--- src/design/dso_pkg.sv ---
// package: function codes, terminal counts, pulse timing and status carrier
package dso_pkg;

  // ==========================================================================
  // clock and timing
  localparam int unsigned CLK_HZ = 125000000;
  localparam int unsigned PULSE_WIDTH_MS = 250;
  localparam int unsigned PULSE_CYCLES = (CLK_HZ / 1000) * PULSE_WIDTH_MS;

  // ==========================================================================
  // terminal counts
  localparam int unsigned NUM_OC = 2;
  localparam int unsigned NUM_RELAY = 1;
  localparam int unsigned NUM_VIRT = 5;
  localparam int unsigned NUM_TERM = NUM_OC + NUM_RELAY + NUM_VIRT;
  localparam int unsigned CODE_W = 5;

  // ==========================================================================
  // function codes
  localparam logic [4:0] FC_NONE = 5'h00;
  localparam logic [4:0] FC_RUN = 5'h01;
  localparam logic [4:0] FC_FREQ_ARRIVED = 5'h02;
  localparam logic [4:0] FC_FDT_A = 5'h03;
  localparam logic [4:0] FC_FDT_B = 5'h04;
  localparam logic [4:0] FC_RESERVED5 = 5'h05;
  localparam logic [4:0] FC_UNDERVOLT = 5'h06;
  localparam logic [4:0] FC_EXT_FAULT = 5'h07;
  localparam logic [4:0] FC_UPPER_LIM = 5'h08;
  localparam logic [4:0] FC_LOWER_LIM = 5'h09;
  localparam logic [4:0] FC_ZERO_FREQ = 5'h0A;
  localparam logic [4:0] FC_SEQ_STAGE = 5'h0B;
  localparam logic [4:0] FC_SEQ_CYCLE = 5'h0C;
  localparam logic [4:0] FC_COUNT_SET = 5'h0D;
  localparam logic [4:0] FC_COUNT_SPEC = 5'h0E;
  localparam logic [4:0] FC_LENGTH = 5'h0F;
  localparam logic [4:0] FC_READY = 5'h10;
  localparam logic [4:0] FC_FAULT = 5'h11;

  // fast pulse pin modes
  localparam logic FAST_MODE_SWITCH = 1'b0;
  localparam logic FAST_MODE_PULSE = 1'b1;

  // reset values
  localparam logic [4:0] CODE_RESET = 5'h00;

  // ==========================================================================
  // drive status carrier
  typedef struct packed {
    logic running;
    logic frequency_arrived_flag;
    logic freq_level_detect_a;
    logic freq_level_detect_b;
    logic undervoltage_lockout_flag;
    logic external_fault_stop_flag;
    logic set_ge_upper;
    logic at_upper;
    logic set_le_lower;
    logic at_lower;
    logic out_le_zero_range;
    logic seq_stage_done;
    logic seq_cycle_done;
    logic count_set_reached;
    logic count_spec_reached;
    logic length_reached;
    logic ready;
    logic fault;
  } dso_status_t;

endpackage

--- src/design/dso_output_select.sv ---
// drive status output selector for physical and virtual output terminals
`timescale 1ns/1ps

// Contract
// - There are two open-collector outputs, one relay output and five virtual outputs, each with a function code.
// - The fast pulse pin works either as a pulse output or as an ordinary switching output by its own mode select.
// - Code 0 keeps a terminal inactive whatever the drive status.
// - Code 1 asserts the terminal while the drive runs.
// - Code 6 asserts the terminal under bus undervoltage and shows the power-off text on the display.
// - Code 7 asserts the terminal while an external fault trip is active.
// - Code 8 asserts when set frequency is at or above the upper limit and output frequency has reached it.
// - Code 9 asserts when set frequency is at or below the lower limit and output frequency has reached it.
// - Code 10 asserts while running with output frequency within the zero-frequency range.
// - Code 11 gives one 250 ms pulse when a sequencer stage completes while no stage pulse is running.
// - Code 12 gives one 250 ms pulse when the sequencer completes a full cycle while no cycle pulse is running.
// - Code 15 asserts once the actual length reaches the set length.
// - Code 17 asserts the terminal while the drive is in a fault state.
module dso_output_select
  import dso_pkg::*;
#(
  parameter int unsigned PULSE_LEN = PULSE_CYCLES
) (
  // clock and reset
  input wire logic clk_sys,
  input wire logic reset,
  // drive status and function codes
  input wire dso_status_t status,
  input wire logic [NUM_TERM*CODE_W-1:0] term_code,
  input wire logic fast_pin_mode,
  input wire logic fast_pulse_in,
  // terminal outputs
  output logic [NUM_OC-1:0] oc_out,
  output logic [NUM_RELAY-1:0] relay_out,
  output logic [NUM_VIRT-1:0] virtual_output_terminal,
  output logic fast_pulse_output_pin,
  output logic display_power_off
);

  // ==========================================================================
  // parameter check
  localparam int unsigned NUM_CODES = 1 << CODE_W;

  if (PULSE_LEN < 1) begin : g_bad_pulse
    $error("dso_output_select: pulse length must be at least one cycle");
  end
  if (NUM_TERM != 8 || CODE_W != 5) begin : g_bad_layout
    $error("dso_output_select: terminal layout must be eight 5-bit code fields");
  end
  if (NUM_OC < 1) begin : g_bad_fast
    $error("dso_output_select: fast pin needs open-collector terminal 0");
  end

  // ==========================================================================
  // sequencer completion pulse stretchers
  localparam int CW = $clog2(PULSE_LEN + 1);
  logic [CW-1:0] stage_cnt_r;
  logic [CW-1:0] cycle_cnt_r;
  logic [CW-1:0] stage_cnt_nxt;
  logic [CW-1:0] cycle_cnt_nxt;
  wire stage_pulse = (stage_cnt_r != '0);
  wire cycle_pulse = (cycle_cnt_r != '0);

  // a new completion while a pulse runs does not extend it and gets no pulse of its own
  assign stage_cnt_nxt = (status.seq_stage_done && !stage_pulse) ? CW'(PULSE_LEN) :
                         (stage_pulse ? stage_cnt_r - 1'b1 : stage_cnt_r);
  assign cycle_cnt_nxt = (status.seq_cycle_done && !cycle_pulse) ? CW'(PULSE_LEN) :
                         (cycle_pulse ? cycle_cnt_r - 1'b1 : cycle_cnt_r);

  always_ff @(posedge clk_sys) begin
    if (reset) begin
      stage_cnt_r <= '0;
      cycle_cnt_r <= '0;
    end else begin
      stage_cnt_r <= stage_cnt_nxt;
      cycle_cnt_r <= cycle_cnt_nxt;
    end
  end

  // ==========================================================================
  // condition decode
  wire cond_run = status.running;
  wire cond_uv = status.undervoltage_lockout_flag;
  wire cond_ext = status.external_fault_stop_flag;
  wire cond_upper = status.set_ge_upper && status.at_upper;
  wire cond_lower = status.set_le_lower && status.at_lower;
  wire cond_zero = status.running && status.out_le_zero_range;
  wire cond_len = status.length_reached;
  wire cond_fault = status.fault;

  // ==========================================================================
  // per-terminal selection
  wire [NUM_CODES-1:0] cond_vec;
  wire [NUM_TERM-1:0] sel_lvl;
  logic [NUM_TERM-1:0] term_r;

  // one condition per function code; reserved and undefined codes stay low
  assign cond_vec[FC_NONE] = 1'b0;
  assign cond_vec[FC_RUN] = cond_run;
  assign cond_vec[FC_FREQ_ARRIVED] = status.frequency_arrived_flag;
  assign cond_vec[FC_FDT_A] = status.freq_level_detect_a;
  assign cond_vec[FC_FDT_B] = status.freq_level_detect_b;
  assign cond_vec[FC_RESERVED5] = 1'b0;
  assign cond_vec[FC_UNDERVOLT] = cond_uv;
  assign cond_vec[FC_EXT_FAULT] = cond_ext;
  assign cond_vec[FC_UPPER_LIM] = cond_upper;
  assign cond_vec[FC_LOWER_LIM] = cond_lower;
  assign cond_vec[FC_ZERO_FREQ] = cond_zero;
  assign cond_vec[FC_SEQ_STAGE] = stage_pulse;
  assign cond_vec[FC_SEQ_CYCLE] = cycle_pulse;
  assign cond_vec[FC_COUNT_SET] = status.count_set_reached;
  assign cond_vec[FC_COUNT_SPEC] = status.count_spec_reached;
  assign cond_vec[FC_LENGTH] = cond_len;
  assign cond_vec[FC_READY] = status.ready;
  assign cond_vec[FC_FAULT] = cond_fault;
  assign cond_vec[NUM_CODES-1:FC_FAULT+1] = '0;

  for (genvar g = 0; g < NUM_TERM; g++) begin : g_term
    wire [CODE_W-1:0] code = term_code[g*CODE_W +: CODE_W];
    assign sel_lvl[g] = cond_vec[code];
  end

  // registered every cycle from the current selection
  always_ff @(posedge clk_sys) begin
    if (reset) begin
      term_r <= '0;
    end else begin
      term_r <= sel_lvl;
    end
  end

  // ==========================================================================
  // terminal mapping and fast pin
  logic fast_r;
  logic uv_disp_r;

  always_ff @(posedge clk_sys) begin
    if (reset) begin
      fast_r <= 1'b0;
      uv_disp_r <= 1'b0;
    end else begin
      fast_r <= (fast_pin_mode == FAST_MODE_PULSE) ? fast_pulse_in : sel_lvl[0];
      uv_disp_r <= cond_uv;
    end
  end

  // terminal 0 is the first open-collector output, shared with the fast pin
  assign oc_out = term_r[NUM_OC-1:0];
  assign relay_out = term_r[NUM_OC +: NUM_RELAY];
  assign virtual_output_terminal = term_r[NUM_OC+NUM_RELAY +: NUM_VIRT];
  assign fast_pulse_output_pin = fast_r;
  assign display_power_off = uv_disp_r;

endmodule

--- config.mk ---
export PLATFORM = sky130hd
export DESIGN_NAME = dso_output_select
export DESIGN_NICKNAME = d
export VERILOG_FILES = /design/src/design/dso_pkg.sv /design/src/design/dso_output_select.sv
export SDC_FILE = /design/constraint.sdc
export NUM_CORES = 1
export LEC_CHECK = 0
export BUFFER_PORTS_ARGS = -buffer_cell sky130_fd_sc_hd__buf_2
export CAP_MARGIN = 20
export CORE_MARGIN = 2
export CORE_UTILIZATION = 45
export CTS_BUF_LIST = sky130_fd_sc_hd__clkbuf_8 sky130_fd_sc_hd__clkbuf_16
export DETAILED_ROUTE_END_ITERATION = 8
export GPL_TIMING_DRIVEN = 1
export PLACE_DENSITY = 0.69
export SLEW_MARGIN = 20
export SYNTH_ARGS = -nofsm -noshare
export SYNTH_HDL_FRONTEND = slang
export SYNTH_SLANG_ARGS = --single-unit
--- constraint.sdc ---
create_clock -name clk_sys -period 2.7 [get_ports clk_sys]
set_clock_uncertainty 0.2 [all_clocks]
set_input_delay 0.405 -clock clk_sys [delete_from_list [all_inputs] [get_ports clk_sys]]
set_output_delay 0.405 -clock clk_sys [all_outputs]
set_load 0.02 [all_outputs]
======== Yosys cells after proc, flatten, opt, wreduce, memory -nomap -nowiden ========
Cells that the tools add are included.
word-level totals
  register bits ........................... 60
  bits of input ports ..................... 62
  word-level logic and storage cells ...... 51
operators by class
  add/subtract/negate cells ............... 2
  magnitude comparators ................... 8
  multiplexer cells ....................... 21
  reduce and logical (&&, ||, !) cells .... 13
operators with widths
  kind                                                 number
  2-to-1 mux 25 bit                                    4
  nonzero test 25 bit                                  2
  subtractor 25 x 1 -> 25 bit (second input constant)  2
  < comparator 5 x 6 -> 1 bit (second input constant)  8
  binary-select mux 1 bit (select 5 bit)               8
  2-to-1 mux 1 bit                                     9
  logical AND 1 bit                                    5
  nonzero test 2 bit                                   2
  OR reduction 2 bit                                   2
  zero test 1 bit                                      2

======== Logic depth before layout (Yosys ltp) ========
  depth in word-level cells ............... 4
  gate-level depth with buffers ........... 9
  depth with buffers taken out ............ 7

======== Least setup slack after synthesis ========
No wires, ideal clock.
  path type ............................... flip-flop to flip-flop
  start point ............................. register stage_cnt_r[0]
  end point ............................... register stage_cnt_r[22]
  library setup time ...................... 0.091 ns
  arrival ................................. 2.363 ns
  data required time ...................... 2.409 ns
  setup slack ............................. 0.046 ns
  cell stages (with the launch flop) ...... 9
  buffers on the path ..................... 1
  clock period less this slack ............ 2.654 ns
  path through ............................ dfxtp_1 -> inv_1 -> ha_1 -> or3b_2 -> clkbuf_1 -> or4_4 -> nor3_2 -> a211oi_1 -> a311oi_1
between the ends
  cells in the longest elaborated chain, start to end .. 4
  elaborated cells on any way between the ends .. 7
  classes of those cells .................. add/sub (1); mux (2); reduce/logical (4)
ends and longest elaborated chain
  element                                                                              RTL line                 RTL
  start: declaration                                                                   dso_output_select.sv:56  logic [CW-1:0] stage_cnt_r;
  start signal: assignment                                                             dso_output_select.sv:74  stage_cnt_r <= stage_cnt_nxt;
  parallel branches: the longest is 4 deep, another holds subtractor 25 x 1 -> 25 bit  --
Several ways; the timed one is not identified. The select of a mux whose other input is x is not followed.
A chain may end at the register's enable or synchronous reset.

======== Final worst setup path ========
  start point ............................. register stage_cnt_r[0]
  end point ............................... register term_r[4]
between the ends
  cells in the longest elaborated chain, start to end .. 3
ends and longest elaborated chain
  element                                 RTL line                  RTL
  nonzero test 25 bit                     dso_output_select.sv:60   wire stage_pulse = (stage_cnt_r != '0);
  binary-select mux 1 bit (select 5 bit)  dso_output_select.sv:119  assign sel_lvl[g] = cond_vec[code];
  2-to-1 mux 1 bit (not written as such)  dso_output_select.sv:119
  end signal: assignment                  dso_output_select.sv:127  term_r <= sel_lvl;
  end: declaration                        dso_output_select.sv:94   logic [NUM_TERM-1:0] term_r;
Every way passes these cells. The select of a mux whose other input is x is not followed.

==> flow_summary.toml <==
[global_route]
grt_pass1_wl_mm = 18.0
overflow = 0
grt_pass1_vias = 3750
grt_max_degree = 35
grt_usage_pct = 22.3
antenna_found_initial = 0

[route]
met3_length_um = 676
m1WireLength_mm = 5.17
drtIter0Drc = 170
drt-total-wl_mm = 11.0
firstDrtPassIters = 5
vias = 4209
routed_via_density = 6.06
wire_per_inst_um = 15.9
wl_met2_mm = 5.01
ant_nets = 0
top_layer_used = "met4"
drc = 0

[synth]
netlist_instances = 504
syn_area_per_cell_um2 = 8.00
synth_fp_nets = 568
ys_types = 58
synth_seq_cells = 60
synth_area_um2 = 4030
synthArstFlopShare_pct = 0
yosysWarnings = 0
yosys_most_used_dff = "dfxtp_1"
synth_edf_count = 0
ys_seq_area_share_pct = 29.8

[worst_hold_path]
hp-class = "in -> reg"

[clock_tree]
root_buffer = "clkbuf_8"
cts_resized = 0
postCtsHoldBufs = 0
cts_tree = "done"
numCtsBuffers = 9
clkLatencyLatePin_ns = 0.34
clk_pin_slew_worst_paths_ns = 0.07
clockBufferDepth = 2
post-cts-setup-buffers = 0
h-tree-depth = 3
cts_sinks = 60

[setup_path]
cp.required_ns = 2.70
path_max_fanout = 7
crit_type = "reg -> reg"
cp-start-kind = "flip-flop"
slowest_delay_ns = 0.50
crit_path_end_kind = "flip-flop"
crit_chain = "inv_1 > ha_1 > or3b_2 > nor4_2 > nand2_1 > buf_4 > a2111oi_1 > o32ai_1"
critPathSlowestCell = "or3b_2"
arrival_ns = 2.65

[placed_design]
post-place-cells = 678
io_buffers = 71
placed_cell_area_um2 = 4590
post-place-ws_ns = 0.0510
routabilityCongestion = 0.851
dp_hpwl_mm = 7.87

[flow_run]
maxCapViolCount = 0

[floorplan]
die_w_um = 98.7
dieArea_um2 = 9730
core_area_um2 = 8720
initial_utilization_pct = 46.2
rows = 34
io_pins = 72
die_h_um = 98.7

[layout]
diodes = 0
synthToLayoutAreaGrowth_pct = 19.0
final_core_util_pct = 55.0
final_cells = 694
layout-drive-gt1-share_pct = 23.9
design_area_um2 = 4800
nNetsFinal = 645

[timing]
slew_headroom_pct = 54.5
setup_ws_ns = 0.0475
setup_tns_ns = 0
max_freq_mhz = 377
holdWs_ns = 0.158
setup_violations = 0
fin_crit_sh_pct = 98.2
min_period_ns = 2.65
hold_violations = 0
rsz0062_at_grt = "yes"
drv_slew = 0
tightest_slew_ns = 0.682

[power]
p_int_mw = 2.69
leakage_nw = 1.88
ir_drop_mv = 0.525
switching_power_mw = 2.12
p_sw_share_pct = 44.1
comb_power_share_pct = 55.3
seqPwrFrac_pct = 28.5
clkPwrFrac_pct = 16.2
total_power_mw = 4.81
powerDensity_nw_per_um2 = 1000

[status]
outcome = "finished clean"
==> layout make-up <==
cell class              count  area (µm²)
clock buffers               9         124
clock inverters             7        60.1
fillers                   835        3920
inverters                  19        71.3
multi-input cells         395        2660
flip-flops and latches     60        1200
well taps                 108         135
repair buffers             96         547
==> flip-flops by register name (all words and copies together) (netlist names) <==
name,cells
cycle_cnt_r,25
stage_cnt_r,25
term_r,8
display_power_off,1
fast_pulse_output_pin,1
==> final timing paths <==
check | from | endpoint | slack (ns) | depth (start not counted)
worst min register to register | cycle_cnt_r[7] | cycle_cnt_r[7] | 0.27 | 2
worst max-delay path | stage_cnt_r[0] | term_r[4] | 0.05 | 8
worst max register to register | stage_cnt_r[0] | term_r[4] | 0.05 | 8
worst min-delay path | term_code[13] | term_r[2] | 0.16 | 3
==> cell families after synthesis <==
kind of cell             after synthesis  share of synthesized area (%)
XOR/XNOR                              10                           2.17
adder cells (fa/ha/maj)                2                          0.620
AO/OA/AOI/OAI                        163                           29.6
multiplexers                          34                           8.97
AND/OR/NAND/NOR                      186                           24.0
buffers and inverters                 49                           4.81
flip-flops                            60                           29.8
==> critical path: cells and delay by family, from the launching register on <==
family,cells,cell delay [ns]
AO/OA/AOI/OAI,2,0.65
buffers and inverters,2,0.25
flip-flops,1,0.31
adder cells (fa/ha/maj),1,0.17
AND/OR/NAND/NOR,3,0.95
==> power by group through the flow <==
stage | Clock (mW) | Combinational, mW | Sequential (mW)
floorplan | 0 | 1.82 | 1.35
global placement | 0 | 2.52 | 1.37
detailed placement | 0 | 2.58 | 1.38
CTS | 0.801 | 2.59 | 1.36
global route | 0.840 | 2.97 | 1.41
finish | 0.780 | 2.66 | 1.37
==> layer usage <==
metal,global-route usage [%],vias up
met2,35.2,110
li1,-,2119
met5,0,-
met4,5.27,0
met1,30.7,1962
met3,5.89,18
==> cell usage after synthesis, types with 2 or more instances <==
cell type	n	area, µm²
o31ai_1	10	75.1
nor2_1	72	270
a31oi_1	2	12.5
a2111oi_0	7	61.3
o22ai_1	2	12.5
nor4_1	7	43.8
dfxtp_1	60	1200
nand2_1	20	75.1
nand4_1	5	31.3
ha_1	2	25.0
nand2b_1	5	31.3
a221oi_1	7	61.3
and4_1	3	26.3
xnor2_1	8	70.1
o21a_1	6	45.0
a22oi_1	7	52.6
buf_2	2	10.0
or2_2	4	25.0
o311ai_0	8	70.1
nor3_1	20	100
clkbuf_1	27	101
mux2_2	17	191
o2111a_1	2	22.5
or3_1	8	50.1
a311oi_1	22	193
or4_1	5	37.5
a21oi_1	32	160
o41ai_1	3	26.3
inv_1	19	71.3
nor3b_1	7	52.6
xor2_1	2	17.5
a211oi_1	26	195
o211ai_1	9	67.6
o2111ai_1	2	17.5
nor2b_1	9	56.3
o32ai_1	2	17.5
mux2i_1	17	170
nor4_2	2	25.0
and2_1	2	12.5
o21ai_0	10	50.1
nand3_1	7	35.0
==> cells in the final DEF (no fill, tap or decap), types with 4 or more instances in the layout <==
cell type  instances
nand2_1           20
clkbuf_8           9
o211ai_1           9
a311oi_1          22
nand2b_1           5
mux2_2            17
a221oi_1           7
a2111oi_1          6
nor3b_1            7
o31ai_1           10
or2_2              4
a21oi_1           31
o21a_1             6
or4_1              5
xnor2_1            8
nor4_1             6
a211oi_1          26
nand4_1            5
dfxtp_1           60
or3_1              8
buf_2             71
nor2b_1            9
o311ai_0           8
a22oi_1            7
nor3_1            20
buf_4             24
mux2i_1           17
nand3_1            7
o21ai_0           10
inv_1             21
nor2_1            72
Power figures use the tool's default switching activity.
